## src/logic/cdpo_pkg.sv

```systemverilog
// constants, register map and helpers for the channel divider block
// assumes an Avalon-MM master with byte addresses and 32-bit data
package cdpo_pkg;

    // ****************************************
    // register indexes (byte address = 4 * index)
    // ****************************************
    localparam logic [8:0] IDX_DIV0_CYC   = 9'h190;
    localparam logic [8:0] IDX_DIV0_OFS   = 9'h191;
    localparam logic [8:0] IDX_DIV0_DUTY  = 9'h192;
    localparam logic [8:0] IDX_DIV1_CYC   = 9'h196;
    localparam logic [8:0] IDX_DIV1_OFS   = 9'h197;
    localparam logic [8:0] IDX_DIV1_DUTY  = 9'h198;
    localparam logic [8:0] IDX_DIV2_S1    = 9'h199;
    localparam logic [8:0] IDX_DIV2_S2    = 9'h19B;
    localparam logic [8:0] IDX_DIV2_BYP   = 9'h19C;
    localparam logic [8:0] IDX_DIV2_DUTY  = 9'h19D;
    localparam logic [8:0] IDX_DIV3_S1    = 9'h19E;
    localparam logic [8:0] IDX_DIV3_S2    = 9'h1A0;
    localparam logic [8:0] IDX_DIV3_BYP   = 9'h1A1;
    localparam logic [8:0] IDX_DIV3_DUTY  = 9'h1A2;
    localparam logic [8:0] IDX_OUT_MODE   = 9'h1F0;
    localparam logic [8:0] IDX_SYNC_CTRL  = 9'h1F1;
    localparam logic [8:0] IDX_STATUS     = 9'h1F2;

    // ****************************************
    // storage slots
    // ****************************************
    localparam int         NUM_REGS       = 15;
    localparam int         NUM_STAGES     = 6;
    localparam logic [4:0] SLOT_DIV0_CYC  = 5'h00;
    localparam logic [4:0] SLOT_DIV0_OFS  = 5'h01;
    localparam logic [4:0] SLOT_DIV0_DUTY = 5'h02;
    localparam logic [4:0] SLOT_DIV1_CYC  = 5'h03;
    localparam logic [4:0] SLOT_DIV1_OFS  = 5'h04;
    localparam logic [4:0] SLOT_DIV1_DUTY = 5'h05;
    localparam logic [4:0] SLOT_DIV2_S1   = 5'h06;
    localparam logic [4:0] SLOT_DIV2_S2   = 5'h07;
    localparam logic [4:0] SLOT_DIV2_BYP  = 5'h08;
    localparam logic [4:0] SLOT_DIV2_DUTY = 5'h09;
    localparam logic [4:0] SLOT_DIV3_S1   = 5'h0A;
    localparam logic [4:0] SLOT_DIV3_S2   = 5'h0B;
    localparam logic [4:0] SLOT_DIV3_BYP  = 5'h0C;
    localparam logic [4:0] SLOT_DIV3_DUTY = 5'h0D;
    localparam logic [4:0] SLOT_OUT_MODE  = 5'h0E;
    localparam logic [4:0] SLOT_SYNC      = 5'h0F;
    localparam logic [4:0] SLOT_STATUS    = 5'h10;
    localparam logic [4:0] SLOT_NONE      = 5'h1F;

    // ****************************************
    // field positions, reset values, weights
    // ****************************************
    localparam int         LOW_LSB        = 4;
    localparam int         HIGH_LSB       = 0;
    localparam int         BYPASS_BIT     = 7;
    localparam int         START_HIGH_BIT = 4;
    localparam int         OFFSET_CNT_LSB = 0;
    localparam int         S1_BYP_BIT     = 4;
    localparam int         S2_BYP_BIT     = 5;
    localparam int         FIX_OFF_BIT    = 0;
    localparam int         SYNC_BIT       = 0;
    localparam int         B_EN_LSB       = 4;
    localparam logic [7:0] RST_REG        = 8'h00;
    localparam logic [4:0] FLAG_WEIGHT    = 5'h10;
    localparam logic [4:0] PHI_DIRECT_MAX = 5'h0F;

    typedef enum logic {BUS_IDLE, BUS_DONE} cdpo_bus_e;

    // index to slot; anything else is unmapped
    function automatic logic [4:0] cdpo_slot_of(input logic [8:0] idx);
        if (idx == IDX_DIV0_CYC) return SLOT_DIV0_CYC;
        else if (idx == IDX_DIV0_OFS) return SLOT_DIV0_OFS;
        else if (idx == IDX_DIV0_DUTY) return SLOT_DIV0_DUTY;
        else if (idx == IDX_DIV1_CYC) return SLOT_DIV1_CYC;
        else if (idx == IDX_DIV1_OFS) return SLOT_DIV1_OFS;
        else if (idx == IDX_DIV1_DUTY) return SLOT_DIV1_DUTY;
        else if (idx == IDX_DIV2_S1) return SLOT_DIV2_S1;
        else if (idx == IDX_DIV2_S2) return SLOT_DIV2_S2;
        else if (idx == IDX_DIV2_BYP) return SLOT_DIV2_BYP;
        else if (idx == IDX_DIV2_DUTY) return SLOT_DIV2_DUTY;
        else if (idx == IDX_DIV3_S1) return SLOT_DIV3_S1;
        else if (idx == IDX_DIV3_S2) return SLOT_DIV3_S2;
        else if (idx == IDX_DIV3_BYP) return SLOT_DIV3_BYP;
        else if (idx == IDX_DIV3_DUTY) return SLOT_DIV3_DUTY;
        else if (idx == IDX_OUT_MODE) return SLOT_OUT_MODE;
        else if (idx == IDX_SYNC_CTRL) return SLOT_SYNC;
        else if (idx == IDX_STATUS) return SLOT_STATUS;
        else return SLOT_NONE;
    endfunction

    // delay in input cycles from start-high flag, offset count, low field
    function automatic logic [4:0] cdpo_phase_delay(input logic       level_flag,
                                                    input logic [3:0] offset_count,
                                                    input logic [3:0] m);
        logic [4:0] phi;
        phi = {level_flag, offset_count};
        if (phi <= PHI_DIRECT_MAX) return phi;
        else return phi - FLAG_WEIGHT + {1'b0, m} + 5'h01;
    endfunction

endpackage

```

## src/logic/cdpo_channel_divider.sv

```systemverilog
// channel dividers 0..3, coarse phase offset on dividers 0 and 1, sync and Avalon-MM registers
// assumes dist_clk_in is the divider input clock, slow enough to be sampled by clock
//
// Design decision made here: register access over Avalon-MM.
`timescale 1ns/1ps
module cdpo_channel_divider
    import cdpo_pkg::*;
#(
    parameter int ADDR_W = 11
) (
    input  wire logic              clock,
    input  wire logic              reset_n,
    input  wire logic [ADDR_W-1:0] address,
    input  wire logic              read,
    input  wire logic              write,
    input  wire logic [31:0]       writedata,
    input  wire logic [3:0]        byteenable,
    output logic      [31:0]       readdata,
    output logic                   waitrequest,
    input  wire logic              dist_clk_in,
    output logic                   div0_out,
    output logic                   div1_out,
    output logic      [3:0]        differential_outputs_a,
    output logic      [3:0]        differential_outputs_b
);

    // ****************************************
    // declarations
    // ****************************************
    cdpo_bus_e   bus_state_reg;
    logic        waitrequest_reg;
    logic [31:0] readdata_reg;
    logic [7:0]  reg_file_reg [NUM_REGS];
    logic        sync_pending_reg;
    logic        dist_q_reg;
    logic        dist_prev_reg;
    logic        in_rise;
    logic        sync_fire;
    logic        wr_fire;
    logic [4:0]  acc_slot;
    logic [7:0]  rd_byte;

    logic [NUM_STAGES-1:0] run_reg;
    logic [NUM_STAGES-1:0] started_reg;
    logic [NUM_STAGES-1:0] lvl_reg;
    logic [NUM_STAGES-1:0] rise_pulse_reg;
    logic [3:0]            cnt_reg [NUM_STAGES];
    logic [4:0]            dly_cnt_reg [NUM_STAGES];

    logic [3:0]            hi_f [NUM_STAGES];
    logic [3:0]            lo_f [NUM_STAGES];
    logic [4:0]            dly_val [NUM_STAGES];
    logic [NUM_STAGES-1:0] byp;
    logic [NUM_STAGES-1:0] tick;
    logic                  eff0;
    logic                  eff1;
    logic                  eff2;
    logic                  eff3;

    logic        div0_out_reg;
    logic        div1_out_reg;
    logic [3:0]  out_a_reg;
    logic [3:0]  out_b_reg;

    // ****************************************
    // input clock sampling
    // ****************************************
    always_ff @(posedge clock or negedge reset_n) begin
        if (!reset_n) begin
            dist_q_reg    <= 1'b0;
            dist_prev_reg <= 1'b0;
        end else begin
            dist_q_reg    <= dist_clk_in;
            dist_prev_reg <= dist_q_reg;
        end
    end

    // one input cycle per rising edge of the distribution clock
    assign in_rise = dist_q_reg & ~dist_prev_reg;

    // ****************************************
    // Avalon-MM slave
    // ****************************************
    // every access answers after exactly one wait cycle
    assign acc_slot = (address[1:0] == 2'h0) ? cdpo_slot_of(address[10:2]) : SLOT_NONE;
    assign wr_fire  = write && (bus_state_reg == BUS_DONE);

    always_comb begin
        rd_byte = 8'h00;
        if (acc_slot == SLOT_STATUS) begin
            rd_byte = {lvl_reg, run_reg[0], sync_pending_reg};
        end else if (acc_slot < SLOT_SYNC) begin
            rd_byte = reg_file_reg[acc_slot[3:0]];
        end
    end

    always_ff @(posedge clock or negedge reset_n) begin
        if (!reset_n) begin
            bus_state_reg   <= BUS_IDLE;
            waitrequest_reg <= 1'b1;
            readdata_reg    <= 32'h00000000;
        end else begin
            case (bus_state_reg)
                BUS_IDLE: begin
                    if (read || write) begin
                        bus_state_reg   <= BUS_DONE;
                        waitrequest_reg <= 1'b0;
                        readdata_reg    <= read ? {24'h000000, rd_byte} : 32'h00000000;
                    end
                end
                default: begin
                    bus_state_reg   <= BUS_IDLE;
                    waitrequest_reg <= 1'b1;
                end
            endcase
        end
    end

    // ****************************************
    // register file
    // ****************************************
    always_ff @(posedge clock or negedge reset_n) begin
        if (!reset_n) begin
            for (int r = 0; r < NUM_REGS; r++) begin
                reg_file_reg[r] <= RST_REG;
            end
        end else if (wr_fire && byteenable[0] && (acc_slot < SLOT_SYNC)) begin
            reg_file_reg[acc_slot[3:0]] <= writedata[7:0];
        end
    end

    // pending from reset so the outputs align at power-up; a new request wins
    always_ff @(posedge clock or negedge reset_n) begin
        if (!reset_n) begin
            sync_pending_reg <= 1'b1;
        end else begin
            sync_pending_reg <= (sync_pending_reg & ~sync_fire)
                              | (wr_fire && byteenable[0] && (acc_slot == SLOT_SYNC) && writedata[SYNC_BIT]);
        end
    end

    // offsets are only sampled here, so writes to the offset fields never move a phase without a sync
    assign sync_fire = sync_pending_reg & in_rise;

    // ****************************************
    // stage configuration
    // ****************************************
    function automatic logic [7:0] cyc_of(input int s);
        case (s)
            0: return reg_file_reg[SLOT_DIV0_CYC[3:0]];
            1: return reg_file_reg[SLOT_DIV1_CYC[3:0]];
            2: return reg_file_reg[SLOT_DIV2_S1[3:0]];
            3: return reg_file_reg[SLOT_DIV2_S2[3:0]];
            4: return reg_file_reg[SLOT_DIV3_S1[3:0]];
            default: return reg_file_reg[SLOT_DIV3_S2[3:0]];
        endcase
    endfunction

    always_comb begin
        logic [7:0] cyc;
        logic       fix_off;
        logic [4:0] sum;
        cyc     = 8'h00;
        fix_off = 1'b0;
        sum     = 5'h00;
        byp[0]  = reg_file_reg[SLOT_DIV0_OFS[3:0]][BYPASS_BIT];
        byp[1]  = reg_file_reg[SLOT_DIV1_OFS[3:0]][BYPASS_BIT];
        byp[2]  = reg_file_reg[SLOT_DIV2_BYP[3:0]][S1_BYP_BIT];
        byp[3]  = reg_file_reg[SLOT_DIV2_BYP[3:0]][S2_BYP_BIT];
        byp[4]  = reg_file_reg[SLOT_DIV3_BYP[3:0]][S1_BYP_BIT];
        byp[5]  = reg_file_reg[SLOT_DIV3_BYP[3:0]][S2_BYP_BIT];
        for (int s = 0; s < NUM_STAGES; s++) begin
            cyc = cyc_of(s);
            case (s)
                0: fix_off = reg_file_reg[SLOT_DIV0_DUTY[3:0]][FIX_OFF_BIT];
                1: fix_off = reg_file_reg[SLOT_DIV1_DUTY[3:0]][FIX_OFF_BIT];
                2, 3: fix_off = reg_file_reg[SLOT_DIV2_DUTY[3:0]][FIX_OFF_BIT];
                default: fix_off = reg_file_reg[SLOT_DIV3_DUTY[3:0]][FIX_OFF_BIT];
            endcase
            // whole-cycle balancing only: an odd ratio keeps one extra low cycle
            sum = {1'b0, cyc[LOW_LSB+:4]} + {1'b0, cyc[HIGH_LSB+:4]};
            if (fix_off) begin
                hi_f[s] = cyc[HIGH_LSB+:4];
                lo_f[s] = cyc[LOW_LSB+:4];
            end else begin
                hi_f[s] = sum[4:1];
                lo_f[s] = 4'(sum - {1'b0, sum[4:1]});
            end
            // coarse offset applies to dividers 0 and 1 only
            if (s < 2) begin
                dly_val[s] = cdpo_phase_delay(
                             reg_file_reg[(s == 0) ? SLOT_DIV0_OFS[3:0] : SLOT_DIV1_OFS[3:0]][START_HIGH_BIT],
                             reg_file_reg[(s == 0) ? SLOT_DIV0_OFS[3:0] : SLOT_DIV1_OFS[3:0]][OFFSET_CNT_LSB+:4],
                             cyc[LOW_LSB+:4]);
            end else begin
                dly_val[s] = 5'h00;
            end
        end
    end

    // second stage counts first-stage periods; a bypassed first stage passes input cycles
    always_comb begin
        tick    = {NUM_STAGES{in_rise}};
        tick[3] = byp[2] ? in_rise : rise_pulse_reg[2];
        tick[5] = byp[4] ? in_rise : rise_pulse_reg[4];
    end

    // ****************************************
    // stage counters
    // ****************************************
    always_ff @(posedge clock or negedge reset_n) begin
        if (!reset_n) begin
            run_reg        <= '0;
            started_reg    <= '0;
            lvl_reg        <= '0;
            rise_pulse_reg <= '0;
            for (int s = 0; s < NUM_STAGES; s++) begin
                cnt_reg[s]     <= 4'h0;
                dly_cnt_reg[s] <= 5'h00;
            end
        end else begin
            for (int s = 0; s < NUM_STAGES; s++) begin
                rise_pulse_reg[s] <= 1'b0;
                if (sync_fire) begin
                    run_reg[s]     <= 1'b1;
                    started_reg[s] <= 1'b0;
                    lvl_reg[s]     <= 1'b0;
                    cnt_reg[s]     <= 4'h0;
                    dly_cnt_reg[s] <= dly_val[s];
                end else if (byp[s]) begin
                    // counting circuit held idle while bypassed
                    started_reg[s] <= 1'b0;
                    lvl_reg[s]     <= 1'b0;
                    cnt_reg[s]     <= 4'h0;
                end else if (run_reg[s] && tick[s]) begin
                    if (dly_cnt_reg[s] != 5'h00) begin
                        dly_cnt_reg[s] <= dly_cnt_reg[s] - 5'h01;
                    end else if (!started_reg[s] || (!lvl_reg[s] && (cnt_reg[s] == 4'h0))) begin
                        lvl_reg[s]        <= 1'b1;
                        cnt_reg[s]        <= hi_f[s];
                        started_reg[s]    <= 1'b1;
                        rise_pulse_reg[s] <= 1'b1;
                    end else if (cnt_reg[s] != 4'h0) begin
                        cnt_reg[s] <= cnt_reg[s] - 4'h1;
                    end else begin
                        lvl_reg[s] <= 1'b0;
                        cnt_reg[s] <= lo_f[s];
                    end
                end
            end
        end
    end

    // ****************************************
    // output selection
    // ****************************************
    always_comb begin
        eff0 = byp[0] ? dist_q_reg : lvl_reg[0];
        eff1 = byp[1] ? dist_q_reg : lvl_reg[1];
        eff2 = byp[3] ? (byp[2] ? dist_q_reg : lvl_reg[2]) : lvl_reg[3];
        eff3 = byp[5] ? (byp[4] ? dist_q_reg : lvl_reg[4]) : lvl_reg[5];
    end

    always_ff @(posedge clock or negedge reset_n) begin
        if (!reset_n) begin
            div0_out_reg <= 1'b0;
            div1_out_reg <= 1'b0;
            out_a_reg    <= 4'h0;
            out_b_reg    <= 4'h0;
        end else begin
            div0_out_reg <= eff0;
            div1_out_reg <= eff1;
            for (int k = 0; k < 4; k++) begin
                out_a_reg[k] <= (k < 2) ? eff2 : eff3;
                if (reg_file_reg[SLOT_OUT_MODE[3:0]][k]) begin
                    // single-ended pair: B only when enabled
                    out_b_reg[k] <= reg_file_reg[SLOT_OUT_MODE[3:0]][B_EN_LSB + k] & ((k < 2) ? eff2 : eff3);
                end else begin
                    out_b_reg[k] <= ~((k < 2) ? eff2 : eff3);
                end
            end
        end
    end

    assign readdata               = readdata_reg;
    assign waitrequest            = waitrequest_reg;
    assign div0_out               = div0_out_reg;
    assign div1_out               = div1_out_reg;
    assign differential_outputs_a = out_a_reg;
    assign differential_outputs_b = out_b_reg;

    // ****************************************
    // checks
    // ****************************************
    logic       first_pend_reg;
    logic       seen_rise_reg;
    logic [4:0] dly_set_reg;
    logic [5:0] tk_cnt_reg;
    logic [4:0] hi_cnt_reg;
    logic [5:0] per_cnt_reg;
    logic       lvl0_q_reg;
    logic [3:0] hi_set_reg;
    logic [3:0] lo_set_reg;

    always_ff @(posedge clock or negedge reset_n) begin
        if (!reset_n) begin
            first_pend_reg <= 1'b0;
            seen_rise_reg  <= 1'b0;
            dly_set_reg    <= 5'h00;
            tk_cnt_reg     <= 6'h00;
            hi_cnt_reg     <= 5'h00;
            per_cnt_reg    <= 6'h00;
        end else if (sync_fire) begin
            first_pend_reg <= 1'b1;
            seen_rise_reg  <= 1'b0;
            dly_set_reg    <= dly_val[0];
            tk_cnt_reg     <= 6'h00;
        end else begin
            if (byp[0]) begin
                seen_rise_reg <= 1'b0;
            end else if (rise_pulse_reg[0]) begin
                first_pend_reg <= 1'b0;
                seen_rise_reg  <= 1'b1;
                hi_cnt_reg     <= 5'h00;
                per_cnt_reg    <= 6'h00;
            end else if (tick[0] && !byp[0]) begin
                hi_cnt_reg  <= hi_cnt_reg + {4'h0, lvl_reg[0]};
                per_cnt_reg <= per_cnt_reg + 6'h01;
                tk_cnt_reg  <= tk_cnt_reg + {5'h00, first_pend_reg};
            end
        end
    end

    // counts really loaded, so a field written mid-period is not misjudged
    always_ff @(posedge clock or negedge reset_n) begin
        if (!reset_n) begin
            {lvl0_q_reg, hi_set_reg, lo_set_reg} <= 9'h000;
        end else begin
            lvl0_q_reg <= lvl_reg[0];
            if (rise_pulse_reg[0]) hi_set_reg <= cnt_reg[0];
            if (lvl0_q_reg && !lvl_reg[0]) lo_set_reg <= cnt_reg[0];
        end
    end
endmodule // cdpo_channel_divider

```

## config.mk

```make
export PLATFORM = sky130hd
export DESIGN_NAME = cdpo_channel_divider
export DESIGN_NICKNAME = d
export VERILOG_FILES = /design/src/logic/cdpo_pkg.sv /design/src/logic/cdpo_channel_divider.sv
export SDC_FILE = /design/constraint.sdc
export NUM_CORES = 1
export LEC_CHECK = 0
export ABC_AREA = 1
export BUFFER_PORTS_ARGS = -buffer_cell sky130_fd_sc_hd__buf_2
export CORE_MARGIN = 2
export CORE_UTILIZATION = 60
export DETAILED_ROUTE_END_ITERATION = 12
export PLACE_DENSITY_LB_ADDON = 0.15
export RECOVER_POWER = 25
export SYNTH_ARGS = -nofsm -noshare
export SYNTH_HDL_FRONTEND = slang
export SYNTH_SLANG_ARGS = --single-unit
```

## constraint.sdc

```tcl
create_clock -name clock -period 3.7 [get_ports clock]
set_clock_uncertainty 0.05 [all_clocks]
set_input_delay 0.37 -clock clock [delete_from_list [all_inputs] [get_ports clock]]
set_output_delay 0.37 -clock clock [all_outputs]
set_load 0.03 [all_outputs]
```

# Word level (Yosys, flattened, before mapping)
# Cells that the tools add are included.
# totals
n_memories	0
out_inout_bits	43
ram_bits	0
rom_bits	0
latchBits	0
reg_bits	238
input_bits	52
elab_cells	451
# op_classes
n_div	0
n_mux	208
n_shift	0
n_lt_le_gt_ge	5
n_bitwise	14
mul	0
add_sub_neg	30
eq_ne	37
n_reduce_logical	106
# ops
operator	count
5-bit 2-to-1 mux	43
4-bit 2-to-1 mux	49
9-bit == test, second input constant	17
120-bit bitwise mux	1
1-bit 2-to-1 mux	107
3-bit AND reduction	18
8-bit 2-to-1 mux	6
3-bit nonzero test	12
8-bit binary-select mux with 4-bit select	1
8-bit demux with 4-bit select	1
4-bit by 4-bit adder with 5-bit output	6
5-bit nonzero test	6
5-bit by 1-bit subtractor with 5-bit output, second input constant	6
2-bit nonzero test	13
4-bit logical NOT	6
4-bit inequality test, second input constant	6
4-bit nonzero test	6
4-bit by 1-bit subtractor with 4-bit output, second input constant	6
4-bit subtractor	6
1-bit logical AND	18
3-bit inequality test, second input constant	6
2-bit AND reduction	7
1-bit logical NOT	12
2-bit by 1-bit inequality test with 1-bit output, second input constant	6
other kinds (15)	35

# Depth between registers and ports, before layout
# logic_depth
word_depth	26
depth_mapped	20
depth_no_buf	19

# Worst setup path before layout
# OpenSTA, ideal clock, no wires.
# synth_timing
path_kind	reg-to-reg
from	register reg_file_reg[112] in the netlist's numbering
to	register cnt_reg[23] in the netlist's numbering
slack_ps	992
path_buffers	0
t_arrival_ps	2575
setup_ps	83
stages_incl_launch_ff	17
required_time_ps	3567
cell_sequence	dfrtp_1 -> ha_1 -> fa_1 -> nand2_1 -> inv_1 -> nor2_1 -> ha_1 -> a21oi_1 -> o21ai_0 -> xnor2_1 -> xor2_1 -> nand2_1 -> o211ai_1 -> o211ai_1 -> nand2_1 -> nand3_1 -> o21ai_0
# synth_via
elab_chain_cells	9
word_cells_on_any_way	10
classes_between	2 x add/sub; 8 x mux
# synth_lines
element	line	source
start: declaration	cdpo_channel_divider.sv:33	logic [7:0] reg_file_reg [NUM_REGS];
start signal: indexed assignment	cdpo_channel_divider.sv:128	reg_file_reg[acc_slot[3:0]] <= writedata[7:0];
4-bit by 4-bit adder with 5-bit output (*)	cdpo_channel_divider.sv:181	sum = {1'b0, cyc[LOW_LSB+:4]} + {1'b0, cyc[HIGH_LSB+:4]};
4-bit subtractor	cdpo_channel_divider.sv:187	lo_f[s] = 4'(sum - {1'b0, sum[4:1]});
4-bit 2-to-1 mux	cdpo_channel_divider.sv:182	if (fix_off) begin
4-bit 2-to-1 mux	cdpo_channel_divider.sv:243	end else if (cnt_reg[s] != 4'h0) begin
4-bit 2-to-1 mux (*)	cdpo_channel_divider.sv:238	end else if (!started_reg[s] || (!lvl_reg[s] && (cnt_reg[s] == 4'h0))) begin
4-bit 2-to-1 mux (*)	cdpo_channel_divider.sv:236	if (dly_cnt_reg[s] != 5'h00) begin
4-bit 2-to-1 mux (*)	cdpo_channel_divider.sv:235	end else if (run_reg[s] && tick[s]) begin
4-bit 2-to-1 mux (*)	cdpo_channel_divider.sv:230	end else if (byp[s]) begin
4-bit 2-to-1 mux (*)	cdpo_channel_divider.sv:224	if (sync_fire) begin
end signal: indexed assignment	cdpo_channel_divider.sv:240	cnt_reg[s] <= hi_f[s];
end signal: indexed assignment	cdpo_channel_divider.sv:244	cnt_reg[s] <= cnt_reg[s] - 4'h1;
end signal: indexed assignment	cdpo_channel_divider.sv:247	cnt_reg[s] <= lo_f[s];
end: declaration	cdpo_channel_divider.sv:47	logic [3:0] cnt_reg [NUM_STAGES];
# Every way passes the cells marked *; elsewhere a longest branch is shown, timed or not. The select of a mux whose other input is x is not followed.
# A chain may end at the register's enable or synchronous reset.

# Final worst setup path
# Ends and elaborated chain as after synthesis.

==> Implementation_results.wiki <==
{| class="wikitable"
! Metric !! Value
|-
| Placed Cells incl. Taps || 2163
|-
| Max-slew headroom at the worst pin || -70.8%
|-
| Fraction of post-synthesis cell area in the top cell type by area || 37.5%
|-
| Antenna Violating Nets Remaining || 0
|-
| Pre-CTS worst setup slack || 643 ps
|-
| Post-Synthesis Cells || 1882
|-
| Crit start category || flip-flop
|-
| Total negative slack for setup checks || 0 ps
|-
| Startpoint of the tightest hold check path || write
|-
| Via count of the first global-routing pass || 11700
|-
| DRC violation count after routing || 0
|-
| Slew @ Worst Pin || 2560 ps
|-
| CTS sink count || 210
|-
| Register area || 5260 um2
|-
| HPWL Detailed || 25200 um
|-
| Fill count || 1967
|-
| Maximum resistive drop on vdd || 0.000463 V
|-
| Worst Hold End || bus_state_reg
|-
| Total global-route track usage || 30.1%
|-
| Maximum number of pins on one net before global-route repair || 101
|-
| Power per standard cell area || 438 nW/um2
|-
| Sequential fraction of the synthesis area || 37.8%
|-
| Total standard cell area after synthesis || 13900 um2
|-
| Inserted Clock Buffers || 25
|-
| CP arrival || 3500 ps
|-
| Type of the worst min-delay path || input port to flip-flop
|-
| Highest net fanout along the worst path || 4
|-
| Die area || 24400 um2
|-
| Final critical-path share of the clock period || 84.0%
|-
| Final WS setup || 594 ps
|-
| Ys flop type || dfrtp_1
|-
| Routed wire length per instance || 16.4 um
|-
| Leading post-synthesis cells by cell area || dfrtp_1 37%, nand2_1 12%, inv_1 6.9%, ha_1 6.6%, nand3_1 4.8%
|-
| Critical Setup Path Class || flip-flop to flip-flop
|-
| Synth cell count leaders || 447 x nand2_1, 257 x inv_1, 208 x dfrtp_1
|-
| Overall power || 0.00656 W
|-
| Top-count cell post-synth || nand2_1
|-
| Failing checks || max-capacitance violations, max-slew violations
|-
| Post-synthesis cell type with the largest combined area || dfrtp_1
|-
| Iteration count of the initial detailed-routing pass || 5
|-
| First-pass GRT wire length || 58500 um
|-
| Final #Nets || 2046
|-
| RSZ-0062 raised after global routing || no
|-
| Row count || 55
|-
| Final-report setup violation count || 0
|-
| Overflow after GRT || 0
|-
| Post-layout min period || 3110 ps
|-
| Inserted Diodes || 0
|-
| Root buffer cell || clkbuf_16
|-
| Number of cells traversed by the worst register-to-register path || 16
|-
| Die width || 156 um
|-
| End-of-flow core utilization || 65.9%
|-
| RR Startpoint || reg_file_reg[112]
|-
| Leakage power figure || 7.74 nW
|-
| Ys async rst share || 100%
|-
| Depth of the worst hold-timing path || 3
|-
| Yosys synthesis warning count || 0
|-
| Synth Register Bits || 210
|-
| Port-buffer cells || 43
|-
| Average size of a mapped cell || 7.38 um2
|-
| Clock-pin slew reported for the worst setup and hold paths after clock tree synthesis || 60 ps
|-
| Initial core utilization || 61.2%
|-
| Vert. Die Dim || 156 um
|-
| Fmax achieved || 322 MHz
|-
| Setup slack on the worst flop-to-flop path || 590 ps
|-
| Largest register FFs || 114
|-
| Critical path capture point type || flip-flop
|-
| Outcome || finished with violations
|-
| Number of non-filler instances in the completed layout || 2207
|-
| Insertion delay of the later-clocked pin in the worst-skew pair || 530 ps
|-
| Synth unique cells || 51
|-
| Maximum root-to-sink buffer count || 3
|-
| R2r endpoint || cnt_reg[23]
|-
| Core Box Area || 22700 um2
|-
| CTS tree || yes
|-
| DR vias || 12600
|-
| Hold Violations, Final || 0
|-
| Initial antenna violation count || 0
|-
| DRT iter0 DRCs || 1197
|-
| CP required || 4090 ps
|-
| Fraction of layout instances using a drive strength above 1 || 7.49%
|-
| Placer congestion estimate || 0.919
|-
| # Max-Cap Violations || 1
|-
| Pins Over Slew Limit || 100
|-
| Detail-routed via count per cell || 5.70
|-
| Top-Level Pins || 95
|-
| Post-synthesis to final-layout area growth || 7.76%
|-
| Post-synth EDFFs || 0
|-
| Sum of routed wire length over all layers || 36100 um
|-
| Combined area of the multi-input logic cells || 7190 um2
|-
| Number of H-tree levels || 1
|}
critical path, cell delays in order, from the launching register on:
cell,delay [ps]
dfrtp_1,440
ha_1,260
fa_1,390
nand2_1,90
inv_1,50
nor2_1,290
ha_1,330
a21oi_1,140
o21ai_0,110
xnor2_1,200
xor2_1,160
nand2_1,70
o211ai_1,100
o211ai_1,120
nand2_1,70
nand3_1,70
o21ai_0,100
where the power goes:
| part | leakage [nW] | switching (W) | internal, W |
|---|---|---|---|
| clock network | 0.395 | 0.000965 | 0.00144 |
| registers | 2.84 | 0.000178 | 0.00254 |
| logic | 4.51 | 0.000970 | 0.000469 |
| total | 7.74 | 0.00211 | 0.00445 |
routing by layer:
| metal | vias up | track usage (%) | wire length, um |
|---|---|---|---|
| li1 | 6128 | - | - |
| met1 | 5884 | 42.4 | 16200 |
| met2 | 479 | 49.1 | 16400 |
| met3 | 81 | 3.44 | 2300 |
| met4 | 0 | 9.17 | 1170 |
| met5 | - | 0 | 0 |
cell families after synthesis:
logic type	Yosys count	synth area share, %
DFF	210	37.8
buffers and inverters	353	11.0
other	1	0.0270
and+or+nand+nor	824	26.0
adders and majority gates	87	8.59
AOI/OAI and AO/OA	370	14.2
muxes	1	0.0811
xor gates and xnor gates	36	2.27
per-stage QoR:
step | area [um2] | hold slack, ps
3_5_place_dp | 14200 | 412
3_3_place_gp | 14200 | 409
6_report | 15000 | 81.6
2_1_floorplan | 14000 | 24.4
4_1_cts | 15000 | 68.1
5_1_grt | 15000 | 91.3
what timing repair did:
item                      in CTS  in global routing
buffers inserted               0                  0
hold buffers                   2                  0
hold endpoints to repair      98                  0
resized for setup              0                  0
placed cells by master (no fill, tap or decap), drive strengths merged, types with 2 or more instances in the layout:
cell         instances
nand2              468
inv                267
o21ai              248
dfrtp              208
nor2               163
nand3              136
ha                  73
a21oi               71
buf                 53
clkbuf              42
nand4               28
conb                24
xor2                22
o211ai              19
xnor2               14
fa                  14
nand3b              13
o22ai               10
nor3                10
a31oi                7
clkinv               5
a211oi               4
o31ai                3
nor4                 3
or2                  2
dlygate4sd3          2
dfstp                2
worst max path at each step:
stage	to	startpoint	depth (start not counted)	slack [ps]
6_report	cnt_reg[23]	reg_file_reg[112]	16	590
5_1_grt	cnt_reg[23]	reg_file_reg[112]	16	310
4_1_cts	cnt_reg[23]	reg_file_reg[112]	16	620
3_5_place_dp	cnt_reg[23]	reg_file_reg[112]	16	640
3_3_place_gp	readdata[4]	address[8]	20	660
2_1_floorplan	cnt_reg[23]	reg_file_reg[112]	16	990
cell type report:
cell class	instances	share of cell area, %
sequential	210	35.1
clock inverter	5	0.359
timing repair buffer	60	2.37
clock buffer	37	4.95
multi-input combinational	1342	48.1
tap	285	2.38
inverter	268	6.75
No activity file was read; power rests on OpenSTA's default activity.
